### src/hw/iop_pkg.sv
// Constants shared by the input-only and bidirectional port block
package iop_pkg;

   // ***********************************************************************
   // Bus geometry
   // ***********************************************************************
   localparam int ADDR_W = 8;
   localparam int DATA_W = 32;
   localparam int PORT_W = 8;

   // ***********************************************************************
   // Register byte offsets
   // ***********************************************************************
   localparam logic [7:0] OFF_INPUT_PORT = 8'h00;
   localparam logic [7:0] OFF_BIDIR_DATA = 8'h04;
   localparam logic [7:0] OFF_BIDIR_DIR = 8'h08;
   localparam logic [7:0] OFF_BIDIR_FUNC = 8'h0C;
   localparam logic [7:0] OFF_PULLUP_OPT = 8'h10;
   localparam logic [7:0] OFF_OPEN_DRAIN = 8'h14;
   localparam logic [7:0] OFF_BIDIR_PINS = 8'h18;

   // ***********************************************************************
   // Reset values
   // ***********************************************************************
   localparam logic [7:0] DIR_RESET = 8'hFF;
   localparam logic [7:0] FUNC_RESET = 8'h00;
   localparam logic [7:0] LATCH_RESET = 8'h00;
   localparam logic [7:0] PULLUP_RESET = 8'h00;
   localparam logic [7:0] OD_RESET = 8'h00;

   // ***********************************************************************
   // Field positions and masks
   // ***********************************************************************
   localparam int PU_INPUT_GROUP_BIT = 2;
   localparam int PU_BIDIR_GROUP_BIT = 3;
   localparam logic [7:0] PULLUP_OPT_MASK = 8'h0C;
   localparam logic [7:0] INPUT_PULLUP_MASK = 8'hFC;
   localparam logic [7:0] OD_CAPABLE_MASK = 8'h0C;

   // Control-mode signal position on the bidirectional port
   localparam int SIG_SERIAL1_IN_BIT = 0;
   localparam int SIG_SERIAL1_OUT_BIT = 1;
   localparam int SIG_SERIAL0_CLK_BIT = 2;
   localparam int SIG_SERIAL0_OUT_BIT = 3;
   localparam int SIG_TIMER_LSB = 4;

endpackage : iop_pkg

### src/hw/iop_pin_cell.sv
// One bidirectional pin: drive, open-drain and pull-up control
module iop_pin_cell (
   input wire logic pclk,
   input wire logic presetn,
   input wire logic latch_val,
   input wire logic dir_input,
   input wire logic func_sel,
   input wire logic periph_val,
   input wire logic periph_drive,
   input wire logic od_en,
   input wire logic pull_group_en,
   output logic pad_out,
   output logic pad_oe,
   output logic pull_en
);
   import iop_pkg::*;

   logic drive;
   logic value;

   // Peripheral owns the pin in control mode, whatever the direction bit
   always_comb begin
      drive = func_sel ? periph_drive : ~dir_input;
      value = func_sel ? periph_val : latch_val;
   end

   // Registered pad controls; reset leaves the driver off
   always_ff @(posedge pclk or negedge presetn) begin
      if (!presetn) begin
         pad_out <= 1'b0;
         pad_oe <= 1'b0;
         pull_en <= 1'b0;
      end else begin
         // Open drain only pulls low, a high leaves the pad floating
         pad_out <= od_en ? 1'b0 : value;
         pad_oe <= od_en ? (drive & ~value) : drive;
         // Gated by direction alone, so control-mode outputs get it too
         pull_en <= pull_group_en & dir_input;
      end
   end

endmodule // iop_pin_cell

### src/hw/iop_ports.sv
// Input-only port and bidirectional muxed port with an APB register slave
//
// Contract
// - Input-only port has no direction register
// - Input port read always returns pin levels
// - One group bit enables upper six pull-ups
// - Two lowest input pins never pulled up
// - Eight bidir pins, own latch and direction
// - Bidir bits two, three offer open drain
// - Per-bit select: port or peripheral function
// - Fixed peripheral signal for each bidir bit
// - Reset makes all bidir pins high impedance inputs
// - Bidir pin levels readable at all times
// - Output bit drives latch, reads latch
// - Writes update latches of input bits too
// - Input bit reads pin, never its latch
// - Control mode serves peripheral regardless of direction
// - Peripheral output read: pin or internal signal
// - Peripheral input read only with direction one
// - Bidir pull-up needs group enable and input
// - Pull-up also reaches control-mode input-direction pins
//
// Register map, one byte register per 32-bit word
// 0x00 input port pin levels, read only
// 0x04 bidir data: writes load every latch, reads per bit
// 0x08 direction, 1 = input, all inputs after reset
// 0x0C function select, 1 = peripheral owns the pin
// 0x10 pull-up option: bit 2 input group, bit 3 bidir group
// 0x14 open drain, bits 2 and 3 only
// 0x18 bidir raw pin levels, read only
// Other offsets answer with pslverr and zero data
//
// Zero wait states; pad outputs follow a write by one edge,
// pin levels reach a read through two synchroniser flops.
//
// Decided for this implementation: the APB interface to the registers and the register addresses.
module iop_ports (
   input wire logic pclk,
   input wire logic presetn,
   // APB slave
   input wire logic psel,
   input wire logic penable,
   input wire logic pwrite,
   input wire logic [iop_pkg::ADDR_W-1:0] paddr,
   input wire logic [iop_pkg::DATA_W-1:0] pwdata,
   output logic [iop_pkg::DATA_W-1:0] prdata,
   output logic pready,
   output logic pslverr,
   // Input-only port pins and their consumers
   input wire logic [iop_pkg::PORT_W-1:0] input_port_pin,
   output logic [iop_pkg::PORT_W-1:0] input_port_level,
   output logic [iop_pkg::PORT_W-1:0] input_port_pullup_en,
   // Bidirectional port pins
   input wire logic [iop_pkg::PORT_W-1:0] bidir_pin_in,
   output logic [iop_pkg::PORT_W-1:0] bidir_pin_out,
   output logic [iop_pkg::PORT_W-1:0] bidir_pin_oe,
   output logic [iop_pkg::PORT_W-1:0] bidir_pullup_en,
   // Peripheral side of the bidirectional port
   output logic serial1_data_in,
   input wire logic serial1_data_out,
   output logic serial0_clock_in,
   input wire logic serial0_clock_out,
   input wire logic serial0_clock_oe,
   input wire logic serial0_data_out,
   input wire logic [3:0] timer_outputs_0_to_3
);
   import iop_pkg::*;

   // ***********************************************************************
   // Declarations
   // ***********************************************************************
   logic [PORT_W-1:0] input_sync;
   logic [PORT_W-1:0] bidir_sync;
   // Software-visible control state, all in the pclk domain
   logic [PORT_W-1:0] bidir_port_latch;
   logic [PORT_W-1:0] bidir_port_direction_reg;
   logic [PORT_W-1:0] bidir_port_function_select_reg;
   logic [PORT_W-1:0] pullup_option_low_reg;
   logic [PORT_W-1:0] open_drain_reg;
   // Per-bit peripheral value and drive request
   logic [PORT_W-1:0] periph_val;
   logic [PORT_W-1:0] periph_drive;
   logic [PORT_W-1:0] bidir_read;
   // Bus decode
   logic [DATA_W-1:0] next_prdata;
   logic next_pslverr;
   logic setup_phase;
   logic access_done;
   logic wr_en;
   logic input_port_pullup_group_enable;
   logic bidir_port_pullup_group_enable;

   // ***********************************************************************
   // Pin synchronisers
   // ***********************************************************************

   // Both ports come from pads, so two flops before any use
   iop_sync #(
      .WIDTH(PORT_W)
   ) u_input_sync (
      .pclk(pclk),
      .presetn(presetn),
      .async_in(input_port_pin),
      .sync_out(input_sync)
   );

   iop_sync #(
      .WIDTH(PORT_W)
   ) u_bidir_sync (
      .pclk(pclk),
      .presetn(presetn),
      .async_in(bidir_pin_in),
      .sync_out(bidir_sync)
   );

   // ***********************************************************************
   // APB phase decode
   // ***********************************************************************

   // Zero-wait slave: pready is raised in setup so the access phase ends at once
   assign setup_phase = psel & ~penable;
   assign access_done = psel & penable & pready;
   // An unmapped write is dropped since pslverr gates the strobe
   assign wr_en = access_done & pwrite & ~pslverr;

   // Group enables taken from the pull-up option register
   assign input_port_pullup_group_enable = pullup_option_low_reg[PU_INPUT_GROUP_BIT];
   assign bidir_port_pullup_group_enable = pullup_option_low_reg[PU_BIDIR_GROUP_BIT];

   // ***********************************************************************
   // Peripheral signal routing
   // ***********************************************************************

   // Fixed assignment of peripheral signals to bidir bits
   always_comb begin
      periph_val = '0;
      periph_drive = '0;
      // Serial-1 / async receive is input only, never driven
      periph_val[SIG_SERIAL1_IN_BIT] = 1'b0;
      periph_drive[SIG_SERIAL1_IN_BIT] = 1'b0;
      periph_val[SIG_SERIAL1_OUT_BIT] = serial1_data_out;
      periph_drive[SIG_SERIAL1_OUT_BIT] = 1'b1;
      // Serial-0 clock turns round as the serial unit asks
      periph_val[SIG_SERIAL0_CLK_BIT] = serial0_clock_out;
      periph_drive[SIG_SERIAL0_CLK_BIT] = serial0_clock_oe;
      periph_val[SIG_SERIAL0_OUT_BIT] = serial0_data_out;
      periph_drive[SIG_SERIAL0_OUT_BIT] = 1'b1;
      periph_val[SIG_TIMER_LSB +: 4] = timer_outputs_0_to_3;
      periph_drive[SIG_TIMER_LSB +: 4] = 4'hF;
   end

   // An extra flop costs a cycle but keeps these outputs registered
   // Peripheral inputs see the pin in every mode; the unit decides use
   always_ff @(posedge pclk or negedge presetn) begin
      if (!presetn) begin
         serial1_data_in <= 1'b0;
         serial0_clock_in <= 1'b0;
      end else begin
         serial1_data_in <= bidir_sync[SIG_SERIAL1_IN_BIT];
         serial0_clock_in <= bidir_sync[SIG_SERIAL0_CLK_BIT];
      end
   end

   // ***********************************************************************
   // Input-only port
   // ***********************************************************************

   // Levels go to every alternate consumer; no direction register exists
   always_ff @(posedge pclk or negedge presetn) begin
      if (!presetn) begin
         input_port_level <= '0;
      end else begin
         input_port_level <= input_sync;
      end
   end

   // One group bit drives six pull-ups; the lowest two have none
   always_ff @(posedge pclk or negedge presetn) begin
      if (!presetn) begin
         input_port_pullup_en <= '0;
      end else begin
         input_port_pullup_en <= {PORT_W{input_port_pullup_group_enable}}
                                 & INPUT_PULLUP_MASK;
      end
   end

   // ***********************************************************************
   // Bidirectional port control registers
   // ***********************************************************************

   // Output latches take every write whatever the bit's direction
   always_ff @(posedge pclk or negedge presetn) begin
      if (!presetn) begin
         bidir_port_latch <= LATCH_RESET;
      end else if (wr_en && paddr == OFF_BIDIR_DATA) begin
         bidir_port_latch <= pwdata[PORT_W-1:0];
      end
   end

   // Direction: 1 is input, so reset leaves every pin released
   always_ff @(posedge pclk or negedge presetn) begin
      if (!presetn) begin
         bidir_port_direction_reg <= DIR_RESET;
      end else if (wr_en && paddr == OFF_BIDIR_DIR) begin
         bidir_port_direction_reg <= pwdata[PORT_W-1:0];
      end
   end

   // Function select: 1 hands the bit to its peripheral
   always_ff @(posedge pclk or negedge presetn) begin
      if (!presetn) begin
         bidir_port_function_select_reg <= FUNC_RESET;
      end else if (wr_en && paddr == OFF_BIDIR_FUNC) begin
         bidir_port_function_select_reg <= pwdata[PORT_W-1:0];
      end
   end

   // Pull-up option: only the two group bits of this block are kept
   always_ff @(posedge pclk or negedge presetn) begin
      if (!presetn) begin
         pullup_option_low_reg <= PULLUP_RESET;
      end else if (wr_en && paddr == OFF_PULLUP_OPT) begin
         pullup_option_low_reg <= pwdata[PORT_W-1:0] & PULLUP_OPT_MASK;
      end
   end

   // Open drain exists on two pins only; other bits cannot be set
   always_ff @(posedge pclk or negedge presetn) begin
      if (!presetn) begin
         open_drain_reg <= OD_RESET;
      end else if (wr_en && paddr == OFF_OPEN_DRAIN) begin
         open_drain_reg <= pwdata[PORT_W-1:0] & OD_CAPABLE_MASK;
      end
   end

   // ***********************************************************************
   // Pin cells
   // ***********************************************************************

   // Registering in the cell keeps every pad control straight off a flop
   // One cell per bit keeps drive, open drain and pull-up together
   for (genvar n = 0; n < PORT_W; n++) begin : g_pin
      iop_pin_cell u_cell (
         .pclk(pclk),
         .presetn(presetn),
         .latch_val(bidir_port_latch[n]),
         .dir_input(bidir_port_direction_reg[n]),
         .func_sel(bidir_port_function_select_reg[n]),
         .periph_val(periph_val[n]),
         .periph_drive(periph_drive[n]),
         .od_en(open_drain_reg[n]),
         .pull_group_en(bidir_port_pullup_group_enable),
         .pad_out(bidir_pin_out[n]),
         .pad_oe(bidir_pin_oe[n]),
         .pull_en(bidir_pullup_en[n])
      );
   end

   // ***********************************************************************
   // Bidirectional port read value
   // ***********************************************************************

   // Per-bit read mux; a control-mode input with direction 0 reads 0
   always_comb begin
      bidir_read = '0;
      for (int n = 0; n < PORT_W; n++) begin
         if (bidir_port_function_select_reg[n]) begin
            if (bidir_port_direction_reg[n]) begin
               bidir_read[n] = bidir_sync[n];
            end else if (periph_drive[n]) begin
               bidir_read[n] = periph_val[n];
            end else begin
               bidir_read[n] = 1'b0;
            end
         end else if (bidir_port_direction_reg[n]) begin
            bidir_read[n] = bidir_sync[n];
         end else begin
            bidir_read[n] = bidir_port_latch[n];
         end
      end
   end

   // ***********************************************************************
   // APB read data and error
   // ***********************************************************************

   // Pin reads use synchronised levels, two edges behind the pads
   // Decode in setup; unmapped offsets answer with an error and zero
   always_comb begin
      next_prdata = '0;
      next_pslverr = 1'b0;
      case (paddr)
         OFF_INPUT_PORT: begin
            next_prdata[PORT_W-1:0] = input_sync;
         end
         OFF_BIDIR_DATA: begin
            next_prdata[PORT_W-1:0] = bidir_read;
         end
         OFF_BIDIR_DIR: begin
            next_prdata[PORT_W-1:0] = bidir_port_direction_reg;
         end
         OFF_BIDIR_FUNC: begin
            next_prdata[PORT_W-1:0] = bidir_port_function_select_reg;
         end
         OFF_PULLUP_OPT: begin
            next_prdata[PORT_W-1:0] = pullup_option_low_reg;
         end
         OFF_OPEN_DRAIN: begin
            next_prdata[PORT_W-1:0] = open_drain_reg;
         end
         OFF_BIDIR_PINS: begin
            next_prdata[PORT_W-1:0] = bidir_sync;
         end
         default: begin
            next_pslverr = 1'b1;
         end
      endcase
   end

   // Writes return zero so stale read data never leaks onto the bus
   // Response flops: loaded at the setup edge, held through the access
   always_ff @(posedge pclk or negedge presetn) begin
      if (!presetn) begin
         prdata <= '0;
         pslverr <= 1'b0;
      end else if (setup_phase) begin
         prdata <= pwrite ? '0 : next_prdata;
         pslverr <= next_pslverr;
      end else if (access_done) begin
         prdata <= '0;
         pslverr <= 1'b0;
      end
   end

   // No wait states, so each decode must settle within one cycle
   // Ready rises with setup and drops after the completing edge
   always_ff @(posedge pclk or negedge presetn) begin
      if (!presetn) begin
         pready <= 1'b0;
      end else begin
         pready <= setup_phase;
      end
   end

endmodule // iop_ports

### src/hw/iop_sync.sv
// Two-flop synchroniser for a group of pin levels
module iop_sync #(
   parameter int WIDTH = 8
) (
   input wire logic pclk,
   input wire logic presetn,
   input wire logic [WIDTH-1:0] async_in,
   output logic [WIDTH-1:0] sync_out
);
   import iop_pkg::*;

   logic [WIDTH-1:0] meta;

   // First stage feeds only the second stage
   always_ff @(posedge pclk or negedge presetn) begin
      if (!presetn) begin
         meta <= '0;
         sync_out <= '0;
      end else begin
         meta <= async_in;
         sync_out <= meta;
      end
   end

endmodule // iop_sync
### config.mk
export PLATFORM = sky130hd
export DESIGN_NAME = iop_ports
export DESIGN_NICKNAME = d
export VERILOG_FILES = /design/src/hw/iop_pkg.sv /design/src/hw/iop_pin_cell.sv /design/src/hw/iop_ports.sv /design/src/hw/iop_sync.sv
export SDC_FILE = /design/constraint.sdc
export NUM_CORES = 1
export LEC_CHECK = 0
export BUFFER_PORTS_ARGS = -buffer_cell sky130_fd_sc_hd__buf_4
export CORE_ASPECT_RATIO = 1.5
export CORE_MARGIN = 4
export CORE_UTILIZATION = 50
export CTS_CLUSTER_SIZE = 12
export DETAILED_ROUTE_END_ITERATION = 7
export GPL_TIMING_DRIVEN = 0
export PLACE_DENSITY = 0.79
export SLEW_MARGIN = 20
export SYNTH_ARGS = -nofsm -noshare
export SYNTH_HDL_FRONTEND = slang
export SYNTH_SLANG_ARGS = --single-unit
### constraint.sdc
create_clock -name pclk -period 1.9 [get_ports pclk]
set_input_delay 0.285 -clock pclk [delete_from_list [all_inputs] [get_ports pclk]]
set_output_delay 0.285 -clock pclk [all_outputs]
set_load 0.02 [all_outputs]
==> results of run 1 <==
-- critical path, cell delays in order (launching register included) --
cell and delay (ps):
dfrtp_1 380, nand4_1 110, nor2_1 340, and4_1 260
buf_4 210, mux2_2 360
-- report_power, final --
part	internal, mW	switching (mW)
clock network	1.17	0.769
registers	2.29	0.0245
logic	0.149	0.199
-- per-layer routing --
metal,wire length (um),up-vias,track usage (%)
met2,5130,106,33.6
met4,169,0,7.75
met3,652,13,6.43
li1,-,1286,-
met1,3140,1359,19.6
met5,0,-,0
-- synth_stat cells, types with 6 or more instances --
library cell	number
a221o_1	6
mux2i_1	12
nor2_1	9
nand2_1	6
dfstp_2	8
a21oi_1	6
nor2b_1	7
dfrtp_1	97
mux2_2	35
nand2b_1	7
and2_1	11
buf_4	56
-- kinds of logic after synthesis --
family / after synthesis
multiplexers: 48
AND/OR/NAND/NOR: 64
flip-flops: 105
AO/OA/AOI/OAI: 35
buffers and inverters: 64
other: 1
-- worst paths after layout --
kind / depth (start not counted) / end / slack, ps
max in group asynchronous: 1 / input_port_level[6] / 1240
setup / recovery: 5 / bidir_port_function_select_reg[5] / 120
hold / removal: 1 / u_input_sync.sync_out[2] / 40
hold reg to reg: 0 / u_input_sync.sync_out[0] / 340
setup reg to reg: 5 / bidir_port_function_select_reg[5] / 120
min in group pclk: 1 / u_bidir_sync.meta[6] / 40
-- layout make-up --
type / count / area [um^2]
clock buffers: 13 / 280
flip-flops and latches: 105 / 2640
clock inverters: 3 / 46.3
plain buffers: 62 / 457
fillers: 657 / 2850
well taps: 107 / 134
repair buffers: 92 / 694
inverters: 2 / 7.51
multi-input cells: 173 / 1310
==> impl_results.md, run 1 <==
- Seq/Total Area, Yosys: 61.1%
- Setup ws final: 121 ps
- Power density over the cells: 825 nW/um^2
- Largest family of logic cells by synthesized area: multiplexers
- IO Port Bufs: 92
- RSZ-0062 raised after global routing: no
- H-tree depth: 3
- Post-synthesis xor/xnor area fraction: 0%
- Iter 0 DRT Violations: 157
- Status: finished, final reports clean
- Post-synthesis simple-gate area fraction: 9.56%
- Critical Path End Type: flip-flop
- Fmax: 562 MHz
- Crit Path Max Fanout: 8
- Pre-antenna DRT Iters: 4
- Clock latency at the later pin of the worst-skew pair: roughly 340 ps
- Maximum VDD drop: between 0.6 and 0.7 mV
- Number of hold-repair buffers added at the cts stage: 0
- Post-CTS setup buffers: 0
- Setup TNS Final: 0 ps
- Area growth, synth to finish: 28.9%
- GP Congestion: between 0.8 and 0.9
- Die area: slightly above 10000 um^2
- Layout cell share with drive strength beyond 1: 49.1%
- Synthesized area per cell: ~14 um^2
- Cell Area, Synth: 4320 um^2
- Final min period: 1780 ps
- Final setup vio count: 0
- Clock Sinks: 105
- Final period utilization: a little over nine tenths
- DIE WIDTH: 83.9 um
- Setup Crit Path Kind: reg2reg
- Synth area leader: dfrtp_1
- Slew HR: 39.3%
- Clock Skew: about 9.4 ps
- Compound-Gate Fraction of Synth Area: under 10%
- Synth unique cells: 44
- R2R Path Start: pready
- Final Cell Area: 5570 um^2
- Commonest non-fill, non-tap cell in the layout: buf_4
- Yosys reg bits: 105
- Post-place instance area: 5240 um^2
- Total GRT Usage: 18.6%
- Drt drc: 0
- # IOs: 145
- Largest cells by area after synthesis: dfrtp_1, buf_4, mux2_2, dfstp_2, mux2i_1
- TritonCTS Buffers: 9
- Vias in the first global route: between 2000 and 3000
- Worst path arrival time: 2010 ps
- Cell count after synthesis: 317
- Worst Max-Slew Pin Slew: 910 ps
- Global route overflow: 0
- Worst path required time: 2130 ps
- WL/cell: 16.3 um
- Via Count: ~2800
- Commonest cells after routing, fill and taps aside: buf_4, dfrtp_1, mux2_2, conb_1, mux2i_1
- Crit path launch type: flip-flop
- First-pass GRT wire length: roughly 14000 um
- WHS: 38.4 ps
- Max-slew violations: 0
- Largest net degree at the start of global routing: 106
- Top_reg_cell synth: dfrtp_1
- Routed Antenna Nets: 0
- Post-synth EDFFs: 0
- Multiplexer area fraction after synthesis: approximately an eighth
- Fin util: 66.2%
- Final std cells w/o fill: 557
- Clock root buffer: clkbuf_16
- Pwr Total: 4.60 mW
- Starting Density: 51.3%
- Ant. Diodes: 0
- Adder-cell share of the synthesized area: 0%
- Dpl hpwl: 6430 um
- Initial antenna violation count: 0
- Core Footprint: approximately 8400 um^2
- Leak: 2.77 nW
- Hold WC Path Type: in2async
- Clock tree buffer depth: 2
- Final #Nets: about 510
- # rows: 41
- Max_cap viols: 0
- Post-cts sizing count: 0
- Endpoints failing hold: 0
- CTS tree: yes
- Die Span Y: 122 um
- Yosys Warn Count: 0
- Placed cells: 541
- Async SR Flop Fraction: 100%
- Synth top area share: roughly 56%
- Clk slew on worst S/H paths: 70 ps
- Final WL: 9080 um
- Vias per Instance: a little under 5
- Place WS: 54.5 ps
- Crit. Startpoint: pready
Note: power is estimated with default switching activity, not from simulation.
==> run 2, diff against run 1 <==
GPL_ROUTABILITY_DRIVEN = 0   (was not set)
GPL_TIMING_DRIVEN = not set   (was 0)
REMOVE_ABC_BUFFERS = 1   (was not set)
==> run 2 against run 1 <==
Clock power shrank 11%. Flip-flop and latch count is the same. Final cell count shrank 9.2%. Largest cell class unchanged.
==> impl_results.md, run 2 (synthesis gave the netlist of run 1 again) <==
- Status: finished, final reports clean
- Clock Skew: 7.51 ps (-1.89 ps)
- Fin util: 61.4% (-4.7 points)
- Power density over the cells: 840 nW/um^2 (+1.8%)
- Clock Sinks: 105 (unchanged)
- Worst path arrival time: 1920 ps (-90 ps)
- Starting Density: 51.3% (unchanged)
- WHS: 51.9 ps (+13.5 ps)
- H-tree depth: 3 (unchanged)
- RSZ-0062 raised after global routing: no
- Die area: 10200 um^2 (unchanged)
- Post-cts sizing count: 0 (unchanged)
- Crit Path Max Fanout: 5 (-3)
- Final min period: 1700 ps (-80.0 ps)
- Commonest non-fill, non-tap cell in the layout: buf_4
- # rows: 41 (unchanged)
- Die Span Y: 122 um (unchanged)
- Commonest cells after routing, fill and taps aside: buf_4, dfrtp_1, mux2_2, conb_1, mux2i_1
- Final #Nets: 464 (-9.7%)
- Endpoints failing hold: 0 (unchanged)
- Storage cell area: 2640 um^2 (unchanged)
- Vias per Instance: 5.23 (+5.3%)
- Final period utilization: 89.4% (-4.2 points)
- Iter 0 DRT Violations: 112 (-29%)
- Post-CTS setup buffers: 0 (unchanged)
- Setup Crit Path Kind: reg2reg
- Largest net degree at the start of global routing: 83 (-22%)
- DIE WIDTH: 83.9 um (unchanged)
- # IOs: 145 (unchanged)
- Total GRT Usage: 18.0% (-0.61 points)
- Area of the multi-input gates: 1310 um^2 (unchanged)
- Clock root buffer: clkbuf_16
- Final std cells w/o fill: 506 (-9.2%)
- IO Port Bufs: 94 (+2.2%)
- Core Footprint: 8410 um^2 (unchanged)
- Layout cell share with drive strength beyond 1: 42.1% (-7.0 points)
- Fillers: 684 (+4.1%)
- Final setup vio count: 0 (unchanged)
- Routed Antenna Nets: 0 (unchanged)
- TritonCTS Buffers: 9 (unchanged)
- Via Count: 2645 (-4.3%)
- Maximum VDD drop: 0.670 mV (+7.0%)
- Ant. Diodes: 0 (unchanged)
- Clock latency at the later pin of the worst-skew pair: 340 ps (about the same)
- Worst Max-Slew Pin Slew: 810 ps (-100 ps)
- Clock tree buffer depth: 2 (unchanged)
- Leak: 2.48 nW (-10%)
- Hold WC Path Type: in2reg
- CTS tree: yes
- Worst path required time: 2120 ps (about the same)
- WL/cell: 17.4 um (+6.4%)
- Crit path launch type: flip-flop
- Placed cells: 490 (-9.4%)
- Max_cap viols: 0 (unchanged)
- Final WL: 8780 um (-3.3%)
- Slew HR: 45.7% (+6.3 points)
- Clk slew on worst S/H paths: 60 ps (about the same)
- Initial antenna violation count: 0 (unchanged)
- First-pass GRT wire length: 14000 um (-3.3%)
- Global route overflow: 0 (unchanged)
- Vias in the first global route: 2792 (-2.3%)
- Dpl hpwl: 6430 um (about the same)
- Critical Path End Type: flip-flop
- Setup TNS Final: 0 ps (unchanged)
- Area growth, synth to finish: 19.7%
- Max-slew violations: 0 (unchanged)
- Fmax: 589 MHz (+4.7%)
- Drt drc: 0 (unchanged)
- Pre-antenna DRT Iters: 4 (unchanged)
run 2: cell count changes in the layout (fill, tap and decap cells not counted):
cell           change
buf_4             -45
buf_2              -5
buf_6              -2
buf_12             +1
bufinv_16          -1
clkbuf_1           +1
clkbuf_8           -1
clkinv_2           +1
clkinv_4           -1
dlygate4sd3_1      +1
run 2: final timing paths:
path,from,to,slack (ps),cells after the start
max reg2reg,pready,bidir_port_function_select_reg[1],200,5
max,pready,bidir_port_function_select_reg[1],200,5
min,bidir_pin_in[1],u_bidir_sync.meta[1],50,1
min reg2reg,u_input_sync.meta[6],u_input_sync.sync_out[6],350,0
max in group asynchronous,presetn,bidir_port_direction_reg[1],760,3
min in group asynchronous,presetn,g_pin[2].u_cell.pull_en,380,2
run 2: final cells by class:
type                            count  area share, %
Sequential cell                   105           51.0
Multi-Input combinational cell    173           25.4
Timing Repair Buffer              104           15.4
Clock buffer                       13           5.23
Tap cell                          107           2.59
Clock inverter                      2          0.242
Inverter                            2          0.145
run 2: where the power goes:
group / switching [mW] / internal, mW
Combinational: 0.195 / 0.116
Sequential: 0.0252 / 2.29
Clock: 0.733 / 0.986
Total: 0.953 / 3.39
run 2: what timing repair did:
item	CTS	global route
endpoints found under the hold margin	23	0
hold buffers	1	0
endpoints found under the setup margin	0	0
run 2: stage by stage:
stage	setup WS [ps]	power (mW)	instance area (um^2)
after floorplan	223	2.46	3960
after global placement	179	2.66	4880
after detailed placement	148	2.67	4880
after CTS	196	4.39	5170
after global routing	89.1	4.52	5170
final	201	4.34	5170
run 2: critical path, stage by stage, from the launching register on:
cell	delay (ps)
dfrtp_1	380
nand4_1	110
nor2_1	300
and4_1	290
buf_4	160
mux2_2	340
run 2: layer usage:
layer,up-vias,wire [um],GRT usage (%)
met4,0,252,8.95
met5,-,0,0
li1,1194,-,-
met3,20,703,6.22
met1,1318,3240,20.1
met2,113,4580,30.4
==> run 3, diff against run 2 <==
CORE_ASPECT_RATIO = 0.5   (was 1.5)
==> run 3 against run 2 <==
Clock skew barely moved. Highest routed layer unchanged. Critical path type unchanged. Sequential share of layout area is 0.17 points lower. Register-to-register slack improved by 30 ps. Total power down 0.26%. Final area increased by 0.34%.
==> impl_results.md, run 3 (synthesis gave the netlist of run 1 again) <==
- Comb pwr share: 7.3% (about the same)
- Sw Ratio: 23.0% (+1.1 points)
- Clock latency at the later pin of the worst-skew pair: 350 ps (about the same)
- Iter 0 DRT Violations: 101 (-9.8%)
- Power density over the cells: 835 nW/um^2 (-0.60%)
- TritonCTS Buffers: 9 (unchanged)
- Final setup vio count: 0 (unchanged)
- DIE WIDTH: 139 um (+66%)
- Setup Crit Path Kind: reg2reg
- Int Pwr: 3.34 mW (-1.6%)
- Sw Pwr: 0.996 mW (+4.5%)
- Fin util: 63.2% (+1.8 points)
- Area growth, synth to finish: 20.1%
- Final #Nets: 465 (+0.22%)
- Endpoints failing hold: 0 (unchanged)
- Initial antenna violation count: 0 (unchanged)
- Layout cell share with drive strength beyond 1: 42.1% (about the same)
- Hold WC Path Type: in2reg
- Max_cap viols: 0 (unchanged)
- Critical Path End Type: flip-flop
- WHS: 39.2 ps (-12.7 ps)
- Commonest non-fill, non-tap cell in the layout: buf_4
- Clk slew on worst S/H paths: 70 ps (about the same)
- Ant. Diodes: 0 (unchanged)
- Drt drc: 0 (unchanged)
- Fmax: 599 MHz (+1.8%)
- H-tree depth: 3 (unchanged)
- Crit Path Max Fanout: 5 (unchanged)
- Max-slew violations: 0 (unchanged)
- Status: finished, final reports clean
- Final WL: 8830 um (+0.59%)
- Total GRT Usage: 17.9% (-0.037 points)
- Routed Antenna Nets: 0 (unchanged)
- WL/cell: 17.2 um (-0.78%)
- Crit-path max cell delay: 380 ps (about the same)
- Pre-antenna DRT Iters: 4 (unchanged)
- Clock power frac: 39.3% (-0.3 points)
- Clock root buffer: clkbuf_16
- Area of the multi-input gates: 1310 um^2 (unchanged)
- Largest net degree at the start of global routing: 51 (-39%)
- Leak: 2.49 nW (+0.34%)
- Final period utilization: 87.9% (-1.6 points)
- Commonest cells after routing, fill and taps aside: buf_4, dfrtp_1, mux2_2, conb_1, mux2i_1
- Crit path launch type: flip-flop
- Clock tree buffer depth: 2 (unchanged)
- Die area: 10300 um^2 (+0.59%)
- Worst path arrival time: 1900 ps (-20 ps)
- Slowest cell on the critical path: dfrtp_1
- # IOs: 145 (unchanged)
- Crit path buf inv count: 1 (unchanged)
- First-pass GRT wire length: 14000 um (about the same)
- Clock Sinks: 105 (unchanged)
- Clock Skew: 7.17 ps (-0.339 ps)
- Crit path max-delay family: simple AND/OR/NAND/NOR gates
- Register share of total power: 53.4% (about the same)
- Vias per Instance: 5.09 (-2.6%)
- Die Span Y: 73.7 um (-39%)
- CTS tree: yes
- Maximum VDD drop: 0.494 mV (-26%)
- Global route overflow: 0 (unchanged)
- Core Footprint: 8200 um^2 (-2.5%)
- Worst path cell trace: nand4_1, nor2_1, and4_1, buf_4, mux2_2
- Setup TNS Final: 0 ps (unchanged)
- Worst path required time: 2130 ps (about the same)
- RSZ-0062 raised after global routing: no
- IO Port Bufs: 94 (unchanged)
- Via Count: 2613 (-1.2%)
- Dpl hpwl: 6420 um (-0.16%)
- Final min period: 1670 ps (-29.6 ps)
- Fillers: 609 (-11%)
- Starting Density: 52.7% (+1.3 points)
- Vias in the first global route: 2787 (-0.18%)
- # rows: 23 (-44%)
- Storage cell area: 2640 um^2 (unchanged)
-- run 3: cell type report --
type | instances | share of cell area [%]
clock buffer | 12 | 4.75
clock inverter | 4 | 0.531
inverter | 2 | 0.145
multi-input combinational | 173 | 25.3
sequential | 105 | 50.9
tap | 112 | 2.70
timing repair buffer | 105 | 15.7
-- run 3: final timing paths --
kind,from,to,slack [ps],depth (start not counted)
setup / recovery,pready,bidir_port_function_select_reg[5],230,5
hold / removal,input_port_pin[3],u_input_sync.meta[3],40,1
setup reg to reg,pready,bidir_port_function_select_reg[5],230,5
hold reg to reg,u_bidir_sync.meta[4],u_bidir_sync.sync_out[4],350,0
max in group asynchronous,presetn,bidir_port_direction_reg[2],1050,3
min in group asynchronous,presetn,u_input_sync.sync_out[1],310,2
-- run 3: metrics by stage --
step	instance area (um^2)	total power, mW	worst slack, ps	instances
floorplan	3960	2.46	223	280
global placement	4900	2.66	158	496
detailed placement	4900	2.67	136	496
CTS	5190	4.37	229	513
global route	5190	4.50	128	513
finish	5190	4.33	230	513
-- run 3: power groups by stage --
| stage | logic (mW) | clock network [mW] | registers (mW) |
|---|---|---|---|
| 6_report | 0.317 | 1.70 | 2.31 |
| 5_1_grt | 0.343 | 1.85 | 2.32 |
| 4_1_cts | 0.318 | 1.74 | 2.31 |
| 3_5_place_dp | 0.316 | 0 | 2.35 |
| 3_3_place_gp | 0.309 | 0 | 2.35 |
| 2_1_floorplan | 0.0961 | 0 | 2.37 |
-- run 3: worst register-to-register path: stages (launching register included) --
cell and delay [ps]:
dfrtp_1 380, nand4_1 100, nor2_1 290, and4_1 270
buf_4 160, mux2_2 350
-- run 3: metal layers --
layer  vias to the layer above  global-route usage [%]  share of wire, %
li1                       1191                       -                 -
met1                      1302                    20.0                39
met2                       108                    31.8                52
met3                        12                    7.09               7.6
met4                         0                    6.62               1.4
met5                         -                       0                 0
-- run 3: timing repair --
| item | CTS | global route |
|---|---|---|
| hold buffers | 1 | 0 |
| resized for setup | 0 | 0 |
| endpoints found under the hold margin | 8 | 0 |
| buffers inserted | 0 | 0 |
| setup endpoints to repair | 0 | 0 |
